**config.mk**
```make
export PLATFORM = sky130hd
export DESIGN_NAME = tsc_status_regs
export DESIGN_NICKNAME = d
export VERILOG_FILES = /design/src/tsc_pkg.sv /design/src/tsc_osc_counter.sv /design/src/tsc_status_regs.sv /design/src/tsc_tx_clk_gen.sv
export SDC_FILE = /design/constraint.sdc
export NUM_CORES = 1
export LEC_CHECK = 0
export ABC_AREA = 1
export BUFFER_PORTS_ARGS = -buffer_cell sky130_fd_sc_hd__buf_2
export CAP_MARGIN = 10
export CORE_MARGIN = 5
export CORE_UTILIZATION = 50
export CTS_CLUSTER_SIZE = 8
export DETAILED_ROUTE_END_ITERATION = 16
export GPL_TIMING_DRIVEN = 0
export HOLD_SLACK_MARGIN = 0.15
export PLACE_DENSITY = 0.77
export SLEW_MARGIN = 15
export SYNTH_ARGS = -nofsm -noshare
export SYNTH_HDL_FRONTEND = slang
export SYNTH_HIERARCHICAL = 1
export SYNTH_SLANG_ARGS = --single-unit
```
**constraint.sdc**
```tcl
create_clock -name core_clk -period 3.17 [get_ports core_clk]
set_input_delay 0.317 -clock core_clk [delete_from_list [all_inputs] [get_ports core_clk]]
set_output_delay 0.317 -clock core_clk [all_outputs]
set_load 0.05 [all_outputs]
```
**src/tsc_pkg.sv**
```systemverilog
package tsc_pkg;

   // -------------------------------------------------------------------
   // Register numbers
   // -------------------------------------------------------------------
   localparam logic [7:0] TSC_REG_VEC_BASE   = 8'h01;
   localparam logic [7:0] TSC_REG_TILE_CTRL  = 8'h02;
   localparam logic [7:0] TSC_REG_BOOT_STATE = 8'h03;
   localparam logic [7:0] TSC_REG_SECURITY   = 8'h05;
   localparam logic [7:0] TSC_REG_OSC_CTRL   = 8'h06;
   localparam logic [7:0] TSC_REG_OSC_COUNT0 = 8'h07;

   // -------------------------------------------------------------------
   // Writable masks and reset values
   // -------------------------------------------------------------------
   localparam logic [31:0] TSC_VEC_MASK  = 32'hFFFC0000;
   localparam logic [31:0] TSC_CTRL_MASK = 32'h03FFFF36;
   localparam logic [31:0] TSC_SEC_MASK  = 32'h80005FB1;
   localparam logic [31:0] TSC_OSC_MASK  = 32'h00000003;
   localparam logic [31:0] TSC_ZERO32    = 32'h00000000;

   // -------------------------------------------------------------------
   // Field positions
   // -------------------------------------------------------------------
   localparam int TSC_VEC_LSB      = 18;
   localparam int TSC_VEC_W        = 14;
   localparam int TSC_ADDR_HALF    = 16;
   localparam int TSC_TXDLY_LSB    = 18;
   localparam int TSC_TXDLY_W      = 8;
   localparam int TSC_TXDIV_LSB    = 9;
   localparam int TSC_TXDIV_W      = 9;
   localparam int TSC_RGMII_EN_BIT = 8;
   localparam int TSC_DIV_DYN_BIT  = 5;
   localparam int TSC_DIV_EN_BIT   = 4;
   localparam int TSC_UTMI_BIT     = 2;
   localparam int TSC_ULPI_EN_BIT  = 1;
   localparam int TSC_BOOT_PROC_LSB = 16;
   localparam int TSC_BOOT_SECURE_BIT = 8;
   localparam int TSC_BOOT_CORE1_BIT  = 5;
   localparam int TSC_BOOT_NOPOLL_BIT = 4;
   localparam int TSC_BOOT_RAM_BIT    = 3;
   localparam int TSC_BOOT_JTAG_BIT   = 2;
   localparam int TSC_BOOT_PLL_LSB    = 0;
   localparam int TSC_SEC_LOCK_BIT    = 31;
   localparam int TSC_SEC_GDBG_BIT    = 14;
   localparam int TSC_SEC_MLOCK_BIT   = 12;
   localparam int TSC_SEC_SLOCK_LSB   = 8;
   localparam int TSC_SEC_RED_BIT     = 7;
   localparam int TSC_SEC_SBOOT_BIT   = 5;
   localparam int TSC_SEC_JCFG_BIT    = 4;
   localparam int TSC_SEC_JTAP_BIT    = 0;
   localparam int TSC_OSC_CORE_BIT    = 1;
   localparam int TSC_OSC_PERI_BIT    = 0;
   localparam int TSC_CNT_W           = 16;
   localparam int TSC_NUM_OSC         = 4;
   localparam int TSC_STRAP_W         = 7;

   // Pads a count into a read word, upper bits zero
   function automatic logic [31:0] tsc_pad16(input logic [15:0] v);
      tsc_pad16 = {16'h0000, v};
   endfunction

endpackage

```
**src/tsc_osc_counter.sv**
```systemverilog
`timescale 1ns/1ps
module tsc_osc_counter
   import tsc_pkg::*;
(
   // Clock and power-on clear
   input  wire logic                 core_clk,
   input  wire logic                 por,
   // Control
   input  wire logic                 run,
   // Oscillator pin
   input  wire logic                 osc_in,
   // Count
   output logic [TSC_CNT_W-1:0]      count
);

   typedef struct packed {
      logic                 s1;
      logic                 s2;
      logic                 s3;
      logic [TSC_CNT_W-1:0] cnt;
   } tsc_osc_s;

   tsc_osc_s st_r;
   tsc_osc_s st_nxt;

   always_comb begin
      st_nxt    = st_r;
      st_nxt.s1 = osc_in;
      st_nxt.s2 = st_r.s1;
      st_nxt.s3 = st_r.s2;
      if (run && st_r.s2 && !st_r.s3) begin
         st_nxt.cnt = st_r.cnt + 16'h0001;
      end
   end

   // Only power-on clears the count; system reset does not
   always_ff @(posedge core_clk) begin
      if (por) begin
         st_r <= '0;
      end else begin
         st_r <= st_nxt;
      end
   end

   assign count = st_r.cnt;

   AST_OSC_HOLD: assert property (@(posedge core_clk)
      disable iff (por) !run [*3] |=> $stable(st_r.cnt))
      else $error("count moved while oscillator stopped");

endmodule

```
**src/tsc_status_regs.sv**
```systemverilog
`timescale 1ns/1ps
module tsc_status_regs
   import tsc_pkg::*;
(
   // Clock and resets
   input  wire logic                  core_clk,
   input  wire logic                  srst,
   input  wire logic                  por,
   // Status register access
   input  wire logic                  ps_wr,
   input  wire logic                  ps_rd,
   input  wire logic [7:0]            ps_num,
   input  wire logic [31:0]           ps_wdata,
   output logic [31:0]                ps_rdata,
   output logic                       ps_rvalid,
   // Event vectoring
   input  wire logic                  event_take,
   input  wire logic [15:0]           event_vector,
   output logic [31:0]                target_addr,
   output logic                       target_valid,
   // OTP security word
   input  wire logic                  otp_sec_valid,
   input  wire logic [31:0]           otp_sec_word,
   // Boot straps and tile identity
   input  wire logic [7:0]            processor_number,
   input  wire logic                  secure_override_pin,
   input  wire logic                  second_core_off_flag,
   input  wire logic                  otp_poll_off_pin,
   input  wire logic                  boot_ram_pin,
   input  wire logic                  boot_jtag_pin,
   input  wire logic [1:0]            pll_strap_value,
   // Thread state
   input  wire logic                  all_threads_paused,
   // Oscillator pins
   input  wire logic [TSC_NUM_OSC-1:0] osc_in,
   // Peripheral controls
   output logic [TSC_TXDLY_W-1:0]     rgmii_tx_delay,
   output logic                       rgmii_tx_clk,
   output logic                       rgmii_port_enable,
   output logic                       lp_divider_active,
   output logic                       usb_utmi_select,
   output logic                       ulpi_support_enable,
   // Security controls
   output logic                       global_debug_block,
   output logic                       jtag_tap_block,
   output logic                       jtag_cfg_block,
   output logic                       otp_master_lock,
   output logic [3:0]                 otp_sector_lock,
   output logic                       fuse_redundancy_enable,
   output logic                       otp_boot_force,
   // Random source
   output logic [TSC_NUM_OSC-1:0]     random_bits
);

   // -------------------------------------------------------------------
   // State
   // -------------------------------------------------------------------
   typedef struct packed {
      logic [31:0]             vec;
      logic [31:0]             ctrl;
      logic [31:0]             sec;
      logic [31:0]             osc;
      logic [TSC_STRAP_W-1:0]  strap_s1;
      logic [TSC_STRAP_W-1:0]  strap_s2;
      logic [31:0]             rdata;
      logic                    rvalid;
      logic [31:0]             taddr;
      logic                    tvalid;
      logic                    lp_act;
      logic                    tx_clk;
      logic [TSC_NUM_OSC-1:0]  rnd;
   } tsc_regs_s;

   tsc_regs_s                  st_r;
   tsc_regs_s                  st_nxt;
   logic [TSC_CNT_W-1:0]       counts [TSC_NUM_OSC];
   logic                       tx_clk_raw;
   logic [31:0]                boot_word;
   logic [TSC_STRAP_W-1:0]     strap_pins;

   // -------------------------------------------------------------------
   // Oscillator counters
   // -------------------------------------------------------------------
   genvar gi;
   generate
      for (gi = 0; gi < TSC_NUM_OSC; gi++) begin : g_osc
         tsc_osc_counter u_cnt (
            .core_clk (core_clk),
            .por      (por),
            .run      ((gi < 2) ? st_r.osc[TSC_OSC_CORE_BIT]
                                : st_r.osc[TSC_OSC_PERI_BIT]),
            .osc_in   (osc_in[gi]),
            .count    (counts[gi])
         );
      end
   endgenerate

   tsc_tx_clk_gen u_txg (
      .core_clk (core_clk),
      .srst     (srst),
      .enable   (st_r.ctrl[TSC_RGMII_EN_BIT]),
      .div      (st_r.ctrl[TSC_TXDIV_LSB +: TSC_TXDIV_W]),
      .tx_clk   (tx_clk_raw)
   );

   // -------------------------------------------------------------------
   // Boot status word
   // -------------------------------------------------------------------
   assign strap_pins = {secure_override_pin, second_core_off_flag,
                        otp_poll_off_pin, boot_ram_pin, boot_jtag_pin,
                        pll_strap_value};

   always_comb begin
      boot_word = TSC_ZERO32;
      boot_word[TSC_BOOT_PROC_LSB +: 8]  = processor_number;
      boot_word[TSC_BOOT_SECURE_BIT]     = st_r.strap_s2[6];
      boot_word[TSC_BOOT_CORE1_BIT]      = st_r.strap_s2[5];
      boot_word[TSC_BOOT_NOPOLL_BIT]     = st_r.strap_s2[4];
      boot_word[TSC_BOOT_RAM_BIT]        = st_r.strap_s2[3];
      boot_word[TSC_BOOT_JTAG_BIT]       = st_r.strap_s2[2];
      boot_word[TSC_BOOT_PLL_LSB +: 2]   = st_r.strap_s2[1:0];
   end

   // -------------------------------------------------------------------
   // Next state
   // -------------------------------------------------------------------
   always_comb begin
      st_nxt          = st_r;
      st_nxt.strap_s1 = strap_pins;
      st_nxt.strap_s2 = st_r.strap_s1;
      st_nxt.rvalid   = 1'b0;
      st_nxt.tvalid   = 1'b0;
      st_nxt.tx_clk   = tx_clk_raw;
      for (int i = 0; i < TSC_NUM_OSC; i++) begin
         st_nxt.rnd[i] = counts[i][0];
      end

      if (ps_wr) begin
         case (ps_num)
            TSC_REG_VEC_BASE:  st_nxt.vec = ps_wdata & TSC_VEC_MASK;
            TSC_REG_TILE_CTRL: st_nxt.ctrl = ps_wdata & TSC_CTRL_MASK;
            TSC_REG_SECURITY: begin
               if (!st_r.sec[TSC_SEC_LOCK_BIT]) begin
                  st_nxt.sec = ps_wdata & TSC_SEC_MASK;
               end
            end
            TSC_REG_OSC_CTRL:  st_nxt.osc = ps_wdata & TSC_OSC_MASK;
            default: ;
         endcase
      end

      // OTP copy takes precedence over a software write
      if (otp_sec_valid) begin
         st_nxt.sec = otp_sec_word & TSC_SEC_MASK;
      end

      if (ps_rd) begin
         st_nxt.rvalid = 1'b1;
         case (ps_num)
            TSC_REG_VEC_BASE:   st_nxt.rdata = st_r.vec;
            TSC_REG_TILE_CTRL:  st_nxt.rdata = st_r.ctrl;
            TSC_REG_BOOT_STATE: st_nxt.rdata = boot_word;
            TSC_REG_SECURITY:   st_nxt.rdata = st_r.sec;
            TSC_REG_OSC_CTRL:   st_nxt.rdata = st_r.osc;
            TSC_REG_OSC_COUNT0: st_nxt.rdata = tsc_pad16(counts[0]);
            default:            st_nxt.rdata = TSC_ZERO32;
         endcase
      end

      if (event_take) begin
         st_nxt.taddr  = {st_r.vec[31:TSC_ADDR_HALF], event_vector};
         st_nxt.tvalid = 1'b1;
      end

      st_nxt.lp_act = st_r.ctrl[TSC_DIV_EN_BIT] &&
                      (!st_r.ctrl[TSC_DIV_DYN_BIT] ||
                       all_threads_paused);
   end

   always_ff @(posedge core_clk) begin
      if (srst) begin
         st_r <= '0;
      end else begin
         st_r <= st_nxt;
      end
   end

   // -------------------------------------------------------------------
   // Outputs
   // -------------------------------------------------------------------
   assign ps_rdata               = st_r.rdata;
   assign ps_rvalid              = st_r.rvalid;
   assign target_addr            = st_r.taddr;
   assign target_valid           = st_r.tvalid;
   assign rgmii_tx_delay         =
      st_r.ctrl[TSC_TXDLY_LSB +: TSC_TXDLY_W];
   assign rgmii_tx_clk           = st_r.tx_clk;
   assign rgmii_port_enable      = st_r.ctrl[TSC_RGMII_EN_BIT];
   assign lp_divider_active      = st_r.lp_act;
   assign usb_utmi_select        = st_r.ctrl[TSC_UTMI_BIT];
   assign ulpi_support_enable    = st_r.ctrl[TSC_ULPI_EN_BIT];
   assign global_debug_block     = st_r.sec[TSC_SEC_GDBG_BIT];
   assign jtag_tap_block         = st_r.sec[TSC_SEC_JTAP_BIT];
   assign jtag_cfg_block         = st_r.sec[TSC_SEC_JCFG_BIT];
   assign otp_master_lock        = st_r.sec[TSC_SEC_MLOCK_BIT];
   assign otp_sector_lock        = st_r.sec[TSC_SEC_SLOCK_LSB +: 4];
   assign fuse_redundancy_enable = st_r.sec[TSC_SEC_RED_BIT];
   assign otp_boot_force         = st_r.sec[TSC_SEC_SBOOT_BIT];
   assign random_bits            = st_r.rnd;

   // -------------------------------------------------------------------
   // Assertions
   // -------------------------------------------------------------------
   AST_VEC_TARGET: assert property (@(posedge core_clk)
      disable iff (srst) event_take |=> target_valid &&
         target_addr[15:0] == $past(event_vector) &&
         target_addr[31:16] == $past(st_r.vec[31:16]))
      else $error("target address not formed from base and vector");

   AST_VEC_RSVD: assert property (@(posedge core_clk)
      disable iff (srst) ps_rd && ps_num == TSC_REG_VEC_BASE
         |=> ps_rdata[17:0] == 18'h00000)
      else $error("vector base reserved bits not zero");

   AST_CTRL_WR: assert property (@(posedge core_clk)
      disable iff (srst) ps_wr && ps_num == TSC_REG_TILE_CTRL |=>
         rgmii_tx_delay == $past(ps_wdata[25:18]) &&
         rgmii_port_enable == $past(ps_wdata[8]) &&
         usb_utmi_select == $past(ps_wdata[2]) &&
         ulpi_support_enable == $past(ps_wdata[1]))
      else $error("control write not reflected on outputs");

   AST_CTRL_RST: assert property (@(posedge core_clk)
      srst |=> rgmii_tx_delay == 8'h00 && !rgmii_port_enable &&
         !lp_divider_active)
      else $error("control fields not cleared by reset");

   AST_LP_DYN: assert property (@(posedge core_clk)
      disable iff (srst) st_r.ctrl[4] && st_r.ctrl[5] &&
         !all_threads_paused |=> !lp_divider_active)
      else $error("dynamic divider active with running threads");

   AST_LP_STATIC: assert property (@(posedge core_clk)
      disable iff (srst) st_r.ctrl[4] && !st_r.ctrl[5]
         |=> lp_divider_active)
      else $error("static divider not active");

   AST_SEC_LOCK: assert property (@(posedge core_clk)
      disable iff (srst) st_r.sec[31] && !otp_sec_valid
         |=> $stable(st_r.sec))
      else $error("locked security register changed");

   AST_OTP_LOAD: assert property (@(posedge core_clk)
      disable iff (srst) otp_sec_valid |=>
         otp_boot_force == $past(otp_sec_word[5]) &&
         otp_sector_lock == $past(otp_sec_word[11:8]) &&
         jtag_tap_block == $past(otp_sec_word[0]))
      else $error("security word not loaded from OTP");

   AST_COUNT_RD: assert property (@(posedge core_clk)
      disable iff (srst) ps_rd && ps_num == TSC_REG_OSC_COUNT0 |=>
         ps_rvalid && ps_rdata == {16'h0000, $past(counts[0])})
      else $error("oscillator count read wrong");

   AST_UNMAPPED: assert property (@(posedge core_clk)
      disable iff (srst) ps_rd && ps_num == 8'h04 |=>
         ps_rdata == 32'h00000000)
      else $error("unmapped register read not zero");

   COV_EVENT: cover property (@(posedge core_clk) disable iff (srst)
      event_take ##1 target_valid);
   COV_LOCKED_WR: cover property (@(posedge core_clk) disable iff (srst)
      st_r.sec[31] && ps_wr && ps_num == TSC_REG_SECURITY);
   COV_OSC_RUN: cover property (@(posedge core_clk) disable iff (srst)
      st_r.osc[1] ##1 !st_r.osc[1] ##[10:20] ps_rd &&
         ps_num == TSC_REG_OSC_COUNT0);
   COV_DYN: cover property (@(posedge core_clk) disable iff (srst)
      st_r.ctrl[5] && lp_divider_active);

endmodule

```
**src/tsc_tx_clk_gen.sv**
```systemverilog
`timescale 1ns/1ps
module tsc_tx_clk_gen
   import tsc_pkg::*;
(
   // Clock and reset
   input  wire logic                   core_clk,
   input  wire logic                   srst,
   // Control
   input  wire logic                   enable,
   input  wire logic [TSC_TXDIV_W-1:0] div,
   // Generated clock
   output logic                        tx_clk
);

   typedef struct packed {
      logic [TSC_TXDIV_W-1:0] cnt;
      logic                   clk;
   } tsc_txg_s;

   tsc_txg_s st_r;
   tsc_txg_s st_nxt;

   always_comb begin
      st_nxt = st_r;
      if (!enable) begin
         st_nxt = '0;
      end else begin
         st_nxt.cnt = (st_r.cnt >= div) ? '0 : st_r.cnt + 9'h001;
         if (st_r.cnt == div) begin
            st_nxt.clk = 1'b1;
         end else if (st_r.cnt == (div >> 1)) begin
            st_nxt.clk = 1'b0;
         end
      end
   end

   always_ff @(posedge core_clk) begin
      if (srst) begin
         st_r <= '0;
      end else begin
         st_r <= st_nxt;
      end
   end

   assign tx_clk = st_r.clk;

   AST_TXCLK_RISE: assert property (@(posedge core_clk)
      disable iff (srst) enable && st_r.cnt == div |=> tx_clk)
      else $error("tx clock did not rise at divider match");

endmodule
```
After elaboration in Yosys (flattened, before gate mapping)
Cells that the tools add are included.

Register bits: 219. Word-level logic and storage cells: 83. Input port bits: 115.

Add/sub/neg operators: 5. Reductions and logical operators: 25. Mux-type cells: 10. Eq/ne operators: 9. Bitwise logic cells: 1. Order comparisons: 1.

Operators by type and width (count): 32-bit case mux with 6 select lines (1); 32-bit 2-to-1 mux (3); 16-bit by 1-bit adder with 16-bit output, second input constant (4); 64-bit 2-to-1 mux (1); 8-bit by 3-bit == test with 1-bit output, second input constant (3); 8-bit by 2-bit == test with 1-bit output, second input constant (2); 9-bit by 1-bit adder with 9-bit output, second input constant (1); 9-bit by 8-bit == test with 1-bit output (1); 9-bit == test (1); 9-bit >= comparator (1); 1-bit logical AND (9); 8-bit by 1-bit == test with 1-bit output, second input constant (1); 2-bit AND reduction (4); 2-bit nonzero test (3); 1-bit logical NOT (5); 1-bit 2-to-1 mux (4); 3-bit AND reduction (1); 3-bit OR reduction (1); 2-bit 2-to-1 mux (1); 2-bit inequality test, second input constant (1); 2-bit OR reduction (1); 1-bit logical OR (1); 1-bit inverter (1).

Longest topological paths before layout
Gate-level depths: netlist (run 1).

Depth in word-level cells: 4. Gate-level depth with buffers: 10. Gate-level depth less buffers: 10.

By module
The synthesis (run 1) kept the hierarchy.

By module, submodules not included: tsc_status_regs (instances 1, area each 5960.7 um2, sequential area each 2662.6 um2, cells each 812); tsc_osc_counter (instances 4, area each 1052.3 um2, sequential area each 380.4 um2, cells each 155); tsc_tx_clk_gen (instances 1, area each 763.2 um2, sequential area each 200.2 um2, cells each 110).

Worst setup path after synthesis (run 1)
OpenSTA, ideal clock, no wires.

Path kind: register to register. Start: register st_r[167] (netlist bit). End: register u_txg/st_r[1] (netlist bit). Stages on the path, launching flop included: 8. Arrival time: 1.306 ns. Library setup time: 0.119 ns. Data required time: 3.051 ns. Path slack: 1.745 ns. Period minus slack after synthesis: 1.425 ns. Cells stage by stage: dfxtp_1 > inv_1 > ha_1 > nand2_1 > nor3_1 > nand4_1 > nand3_2 > nor2_1.

Longest elaborated chain between the ends: 2.

RTL lines: start: declaration (line tsc_status_regs.sv:74) `tsc_regs_s st_r;`; start signal: assignment (line tsc_status_regs.sv:184) `st_r <= st_nxt;`; 9-bit >= comparator (line tsc_tx_clk_gen.sv:28) `st_nxt.cnt = (st_r.cnt >= div) ? '0 : st_r.cnt + 9'h001;`; 3-bit OR reduction (no line); end signal: assignment (line tsc_tx_clk_gen.sv:41) `st_r <= st_nxt;`; end: declaration (line tsc_tx_clk_gen.sv:20) `tsc_txg_s st_r;`.

Every way passes these cells. A chain may end at the register's enable or synchronous reset.

Worst setup path after layout (run 1)
Start: register st_r[167] (netlist bit). End: register u_txg/st_r[8] (netlist bit).

The elaborated chain is that of the path after synthesis.

==> results of run 1 <==
## report_power, final
part / leakage [nW] / switching [mW] / internal (mW)
combinational: 3.10 / 0.322 / 0.177
sequential: 1.42 / 0.0277 / 2.23
clock: 0.294 / 0.832 / 1.29
## final timing paths
kind,from,to,slack [ps],cells after the start
worst max-delay path,st_r[167],u_txg/st_r[8],1510,7
worst min-delay path,all_threads_paused,lp_divider_active,160,3
worst max register to register,st_r[167],u_txg/st_r[8],1510,7
worst min register to register,g_osc[2].u_cnt/st_nxt[17],g_osc[2].u_cnt/st_nxt[16],400,2
## cell usage in the layout (no fill, tap or decap), types with 5 or more instances in the layout
cell type / n
nand2_1: 236
buf_2: 191
dfxtp_1: 174
nor2_1: 140
buf_4: 105
nand3_1: 90
inv_1: 88
a21oi_1: 86
o21ai_0: 63
dlygate4sd3_1: 40
clkbuf_1: 31
clkbuf_16: 17
nand2_2: 16
nor2_4: 12
nand4_1: 11
ha_1: 11
o21ai_1: 8
inv_2: 6
a21oi_2: 6
clkinv_2: 5
xor2_1: 5
## sequential cells by signal, summed over array words and instances, names as in the netlist, 4 cells and up
name and flops:
g_osc.u_cnt/st_r 4, boot_word 7, ps_rdata 32, random_bits 4
st_r 28, g_osc.u_cnt/count 19, rgmii_tx_delay 8, otp_sector_lock 4
st_nxt 7, target_addr 30, g_osc.u_cnt/st_nxt 8, u_txg/st_r 9
## timing repair
action,4_1_cts,5_1_grt
setup endpoints to repair,0,0
gates resized for setup,0,0
hold buffers,40,0
endpoints found under the hold margin,40,0
## metrics by stage
| stage | hold WS [ps] | cell area, um2 | power (mW) | setup slack (ps) | util [%] |
|---|---|---|---|---|---|
| finish | 162 | 10400 | 4.89 | 1510 | 64.9 |
| global route | 154 | 10400 | 5.05 | 1310 | 64.9 |
| CTS | 151 | 10400 | 4.90 | 1500 | 64.8 |
| detailed placement | 394 | 9380 | 2.76 | 1270 | 58.6 |
| global placement | 389 | 9380 | 2.76 | 1310 | 58.6 |
| floorplan | 388 | 8200 | 2.60 | 1750 | - |
## critical path, cell delays in order, from the launching register on
cell and delay [ps]:
dfxtp_1 380, inv_1 80, ha_1 290, nand2_1 80, nor3_1 250, nand4_1 170, nand3_2 220, nor2_1 70
## layer usage
layer | global-route usage [%] | up-vias
met5 | 0 | -
met4 | 10.2 | 2
met3 | 6.07 | 63
met2 | 39.4 | 312
met1 | 29.2 | 3620
li1 | - | 3957
## cell type report
class | count | area (um2)
Tap cell | 216 | 270
Clock buffer | 24 | 482
Inverter | 97 | 368
Multi-Input combinational cell | 707 | 3360
Buffer | 148 | 993
Timing Repair Buffer | 221 | 1310
Clock inverter | 7 | 110
Fill cell | 1430 | 5620
Antenna cell | 3 | 7.51
Sequential cell | 174 | 3480
==> flow_summary.yaml, run 1 <==
sta:
  slew_violations: 0
  rsz0062_at_grt: "no"
  clock.fmax_ghz: 0.601
  setup_tns_ps: 0
  finalSetupViolations: 0
  skew_ps: 6.25
  min_period_ps: 1660
  hold_viol: 0
  worst_pin_slew_ps: 833
  post-route-period-util_pct: 52.5
  slew_headroom_pct: 44.4
critical_path:
  cp-start-kind: "register"
  required_ps: 3490
  cp_max_fo: 9
  cp-end-kind: "register"
  crit_type: "reg -> reg"
  cp.arrival_ps: 1980
clocking:
  post_cts_buffers: 0
  clock_latency_ps: 430
  ctsRootBufferMaster: "clkbuf_16"
  clk_pin_slew_ps: 60
  cts_tree: "built"
  cts.sinks: 174
  cts_buffers: 17
  clock_path_buffers: 2
  htree_num_levels: 4
die:
  die_area_mm2: 0.0191
  die_h_um: 138
  start_util_pct: 51.3
  die_w_um: 138
  io_pins: 208
  rows: 46
  core_mm2: 0.0160
drt:
  met3_length_um: 1670
  vias_per_cell: 4.98
  ant_nets: 0
  dr.first_iter.drc_count: 694
  highest_layer: "met5"
  routed_wl_um: 23200
  firstDrtPassIters: 5
  drc: 0
  vias: 7954
  wl_per_cell_um: 14.5
  wl_met1_um: 9750
  routed-wl-met2_um: 10800
grt:
  track_usage_pct: 23.7
  grt_pass1_wl_um: 37000
  antenna_found_initial: 3
  grt_remaining_overflow: 0
  grt_pass1_vias: 7539
  grt_max_degree: 19
placed_design:
  dp_hpwl_um: 17100
  gp_congestion: 0.955
  dp_cells: 1523
  portBuffers: 181
layout:
  nets: 1492
  final_cells: 1597
  syn_to_final_growth_pct: 26.6
  drive_above_1_share_pct: 27.4
hold_path:
  min_path_type: "in -> reg"
yosys:
  ys.warnings.count: 6
  syn_area_mm2: 0.00820
  syn_avg_cell_area_um2: 7.29
  synthCells: 1125
power_and_ir_drop:
  p_leak_nw: 4.81
  powerDensity_mw_per_mm2: 471
  irDropWorstVdd_mv: 0.396
run:
  maxCapViolCount: 0
status:
  outcome: "finished clean"
(Power assumes the default switching activity.)
==> run 2: changes to the inputs <==
==> constraint.sdc (replaced) <==
create_clock -name core_clk -period 1.7 [get_ports core_clk]
set_input_delay 0.17 -clock core_clk [delete_from_list [all_inputs] [get_ports core_clk]]
set_output_delay 0.17 -clock core_clk [all_outputs]
set_load 0.05 [all_outputs]
==> flow_summary.yaml, run 2 (same netlist as run 1, synthesis figures left out) <==
layout:
  largest_reg_flops: 32
  final_common_cell: "nand2_1"
  final_cell_area_mm2: 0.0109
  final_cells: 1648
  utilization_pct: 68.4
  syn_to_final_growth_pct: 33.4
  drive_above_1_share_pct: 27.5
  nets: 1542
  most-common-layout-cells: "nand2_1, buf_2, dfxtp_1, nor2_1, buf_4"
power_and_ir_drop:
  finalPower_mw: 9.22
  irDropWorstVdd_mv: 0.747
  p_leak_nw: 5.03
  powerDensity_mw_per_mm2: 843
drt:
  dr.first_iter.drc_count: 797
  vias: 8313
  vias_per_cell: 5.04
  routed_wl_um: 24800
  ant_nets: 0
  wl_per_cell_um: 15.1
  drc: 0
  firstDrtPassIters: 5
critical_path:
  cp_top_family: "simple AND/OR/NAND/NOR gates"
  cp-start-kind: "register"
  cp.arrival_ps: 1960
  crit_chain: "inv_1 > ha_4 > nand2_1 > nor3_2 > nand4_1 > nand3_4 > nor2_1"
  cp_max_fo: 5
  reg2reg_depth: 7
  worst-path-stages: 7
  cp_num_buf_inv: 1
  slowest_stage: "dfxtp_4"
  cp-end-kind: "register"
  required_ps: 2020
  critPathMaxStageDelay_ps: 350
  crit_type: "reg -> reg"
grt:
  track_usage_pct: 25.0
  grt_pass1_vias: 7934
  grt_remaining_overflow: 0
  grt_pass1_wl_um: 39000
  antenna_found_initial: 2
  grt_max_degree: 19
clocking:
  cts_tree: "built"
  cts_buffers: 17
  htree_num_levels: 4
  clk_pin_slew_ps: 70
  cts.sinks: 174
  ctsRootBufferMaster: "clkbuf_16"
  clock_latency_ps: 440
  clock_path_buffers: 2
die:
  start_util_pct: 51.3
  die_area_mm2: 0.0191
  die_w_um: 138
  core_mm2: 0.0160
  io_pins: 208
  die_h_um: 138
  rows: 46
sta:
  clock.fmax_ghz: 0.611
  skew_ps: 8.11
  worst_pin_slew_ps: 806
  post-route-period-util_pct: 96.3
  slew_violations: 0
  slew_headroom_pct: 46.3
  layout_setup_ws_ps: 63.7
  finalSetupViolations: 0
  min_period_ps: 1640
  holdWs_ps: 301
  setup_tns_ps: 0
  hold_viol: 0
placed_design:
  dp_cells: 1523
  place_area_mm2: 0.00938
  dp_slack_ps: -49.9
  dp_hpwl_um: 17100
  gp_congestion: 0.955
  portBuffers: 181
hold_path:
  hold-path-cell-count: 6
  min_path_type: "in -> reg"
run:
  maxCapViolCount: 0
status:
  outcome: "finished clean"
[run 2: cell types whose count changed in the layout (fill, tap and decap cells not counted), moves of 2 or more]
cell           delta
ha_1              -2
ha_4              +2
dfxtp_4           +4
dlygate4sd3_1    +47
buf_4             +2
dfxtp_1           -7
dfxtp_2           +3
[run 2: repair_timing]
action	in CTS	in global routing
hold endpoints to repair	99	0
hold buffers	87	0
setup endpoints to repair	0	9
setup buffers	0	2
resized for setup	0	17
[run 2: worst reg2reg max path, stage by stage (launching register included)]
cell	delay, ps
dfxtp_4	350
inv_1	70
ha_4	270
nand2_1	80
nor3_2	220
nand4_1	260
nand3_4	210
nor2_1	60
[run 2: final cells by class]
class	instances	area (um2)
Antenna cell	4	10.0
Multi-Input combinational cell	708	3410
Clock buffer	24	482
Inverter	97	368
Tap cell	216	270
Fill cell	1348	5060
Clock inverter	7	110
Sequential cell	174	3500
Buffer	148	993
Timing Repair Buffer	270	1790
[run 2: worst paths after layout]
check,from,end,slack (ps)
setup / recovery,st_r[163],u_txg/st_r[5],60
hold reg to reg,g_osc[2].u_cnt/st_nxt[17],g_osc[2].u_cnt/st_nxt[16],400
hold / removal,otp_sec_valid,otp_sector_lock[1],300
setup reg to reg,st_r[163],u_txg/st_r[5],60
[run 2: power breakdown]
part	internal [mW]	total [mW]	switching, mW
logic	0.401	1.03	0.628
registers	4.16	4.21	0.0516
clock network	2.41	3.98	1.57
total	6.97	9.22	2.25
[run 2: layer usage]
layer / up-vias / part of all wire (%) / GRT usage, %
li1: 4061 / - / -
met1: 3835 / 41 / 30.1
met2: 332 / 48 / 42.1
met3: 83 / 6.7 / 6.14
met4: 2 / 4.2 / 11.4
met5: - / 0.044 / 0
==> run 3: changes to the inputs <==
--- a/config.mk
+++ b/config.mk
@@ -5,7 +5,6 @@
 export SDC_FILE = /design/constraint.sdc
 export NUM_CORES = 1
 export LEC_CHECK = 0
-export ABC_AREA = 1
 export BUFFER_PORTS_ARGS = -buffer_cell sky130_fd_sc_hd__buf_2
 export CAP_MARGIN = 10
 export CORE_MARGIN = 5
@@ -14,7 +13,7 @@
 export DETAILED_ROUTE_END_ITERATION = 16
 export GPL_TIMING_DRIVEN = 0
 export HOLD_SLACK_MARGIN = 0.15
-export PLACE_DENSITY = 0.77
+export PLACE_DENSITY = 0.78
 export SLEW_MARGIN = 15
 export SYNTH_ARGS = -nofsm -noshare
 export SYNTH_HDL_FRONTEND = slang
==> flow_summary.yaml, run 3 <==
critical_path:
  worst-path-stages: 5
  cp.arrival_ps: 2020
  cp_num_buf_inv: 1
  r2r_end: "g_osc[0].u_cnt/count[13]"
  reg2reg_depth: 5
  cp_top_family: "simple AND/OR/NAND/NOR gates"
  cp-endpoint: "g_osc[0].u_cnt/count[13]"
  crit_chain: "buf_6 > nand3_4 > or4_4 > or3_1 > a21oi_1"
  cp-end-kind: "register"
  cp_max_fo: 7
  critPathMaxStageDelay_ps: 530
  slowest_stage: "or4_4"
  reg2reg_slack_ps: 30
  crit_path_start: "g_osc[0].u_cnt/count[2]"
  crit_type: "reg -> reg"
  required_ps: 2060
  cp-start-kind: "register"
  r2r_start: "g_osc[0].u_cnt/count[2]"
drt:
  dr.first_iter.drc_count: 405
  routed_wl_um: 23000
  wl_per_cell_um: 16.5
  drc: 0
  vias_per_cell: 5.10
  ant_nets: 0
  firstDrtPassIters: 5
  vias: 7099
die:
  core_mm2: 0.0157
  start_util_pct: 50.3
  die_h_um: 136
  rows: 46
  io_pins: 208
  die_w_um: 136
  die_area_mm2: 0.0184
grt:
  track_usage_pct: 24.0
  antenna_found_initial: 3
  grt_pass1_vias: 6837
  grt_pass1_wl_um: 34600
  grt_remaining_overflow: 0
  grt_max_degree: 17
clocking:
  clock_latency_ps: 430
  ctsRootBufferMaster: "clkbuf_16"
  htree_num_levels: 4
  clk_pin_slew_ps: 70
  cts_buffers: 17
  clock_path_buffers: 2
  cts_tree: "built"
  cts.sinks: 174
layout:
  fillers: 1216
  final_cells: 1392
  nets: 1288
  drive_above_1_share_pct: 33.6
  syn_to_final_growth_pct: 36.3
  final_common_cell: "buf_2"
  largest_reg_flops: 32
  most-common-layout-cells: "buf_2, dfxtp_1, buf_4, nand2_1, dlygate4sd3_1"
  utilization_pct: 68.5
hold_path:
  hold-path-cell-count: 5
  min_path_type: "in -> reg"
placed_design:
  gp_congestion: 0.879
  portBuffers: 178
  dp_slack_ps: -209
  dp_hpwl_um: 15300
  dp_cells: 1264
sta:
  rsz0062_at_grt: "yes"
  layout_setup_ws_ps: 34.8
  hold_viol: 0
  finalSetupViolations: 0
  slew_headroom_pct: 48.3
  clock.fmax_ghz: 0.601
  worst_pin_slew_ps: 776
  slew_violations: 0
  skew_ps: 9.72
  post-route-period-util_pct: 98.0
  min_period_ps: 1670
  setup_tns_ps: 0
run:
  maxCapViolCount: 0
power_and_ir_drop:
  irDropWorstVdd_mv: 0.729
  p_leak_nw: 4.90
  powerDensity_mw_per_mm2: 825
  finalPower_mw: 8.89
status:
  outcome: "finished clean"
yosys:
  syn_area_mm2: 0.00790
  syn_avg_cell_area_um2: 9.09
  synthCells: 869
  ys.warnings.count: 6
run 3: stage by stage:
step / hold WS, ps / cell area, um2
3_5_place_dp: 383 / 9060
5_1_grt: 170 / 10800
6_report: 158 / 10800
3_3_place_gp: 376 / 9060
2_1_floorplan: 298 / 7900
4_1_cts: 150 / 10500
run 3: power breakdown:
| group | total, mW | internal, mW | switching, mW |
|---|---|---|---|
| clock | 3.86 | 2.21 | 1.65 |
| combinational | 0.858 | 0.375 | 0.483 |
| sequential | 4.17 | 4.13 | 0.0399 |
| total | 8.89 | 6.71 | 2.18 |
run 3: tightest hold or removal path, cell delays in order:
cell     delay (ps)
buf_2            90
mux2i_1          60
nor2_1           80
a21oi_1          40
o21ai_0         120
run 3: how the worst min path moves through the flow:
stage,startpoint,end,slack [ps]
2_1_floorplan,osc_in[0],g_osc[0].u_cnt/st_nxt[17],300
3_3_place_gp,osc_in[1],g_osc[1].u_cnt/st_nxt[17],380
3_5_place_dp,secure_override_pin,st_nxt[78],380
4_1_cts,ps_num[3],ps_rdata[24],150
5_1_grt,ps_num[3],ps_rdata[24],170
6_report,processor_number[2],ps_rdata[18],160
run 3: area by class of cell:
cell class / count / area, um2 / area share, %
sequential: 174 / 3550 / 32.9
antenna: 2 / 5.00 / 0.0465
timing repair buffer: 273 / 1810 / 16.8
inverter: 14 / 52.6 / 0.488
clock inverter: 12 / 138 / 1.28
tap: 216 / 270 / 2.51
buffer: 150 / 981 / 9.11
multi-input combinational: 532 / 3520 / 32.7
clock buffer: 19 / 443 / 4.11
run 3: what timing repair did:
item,in CTS,in global routing
gates cloned,0,1
hold buffers,82,0
endpoints found under the hold margin,93,0
gates resized for setup,14,42
pin swaps,1,7
setup endpoints to repair,12,13
buffers inserted,1,11
run 3: routing by layer:
metal  track usage [%]  vias to the layer above  wire, um
met5                 0                        -        13
met4              10.2                        2       601
met3              5.09                       45      1650
met2              40.5                      308     11300
met1              29.6                     3325      9480
li1                  -                     3419         -
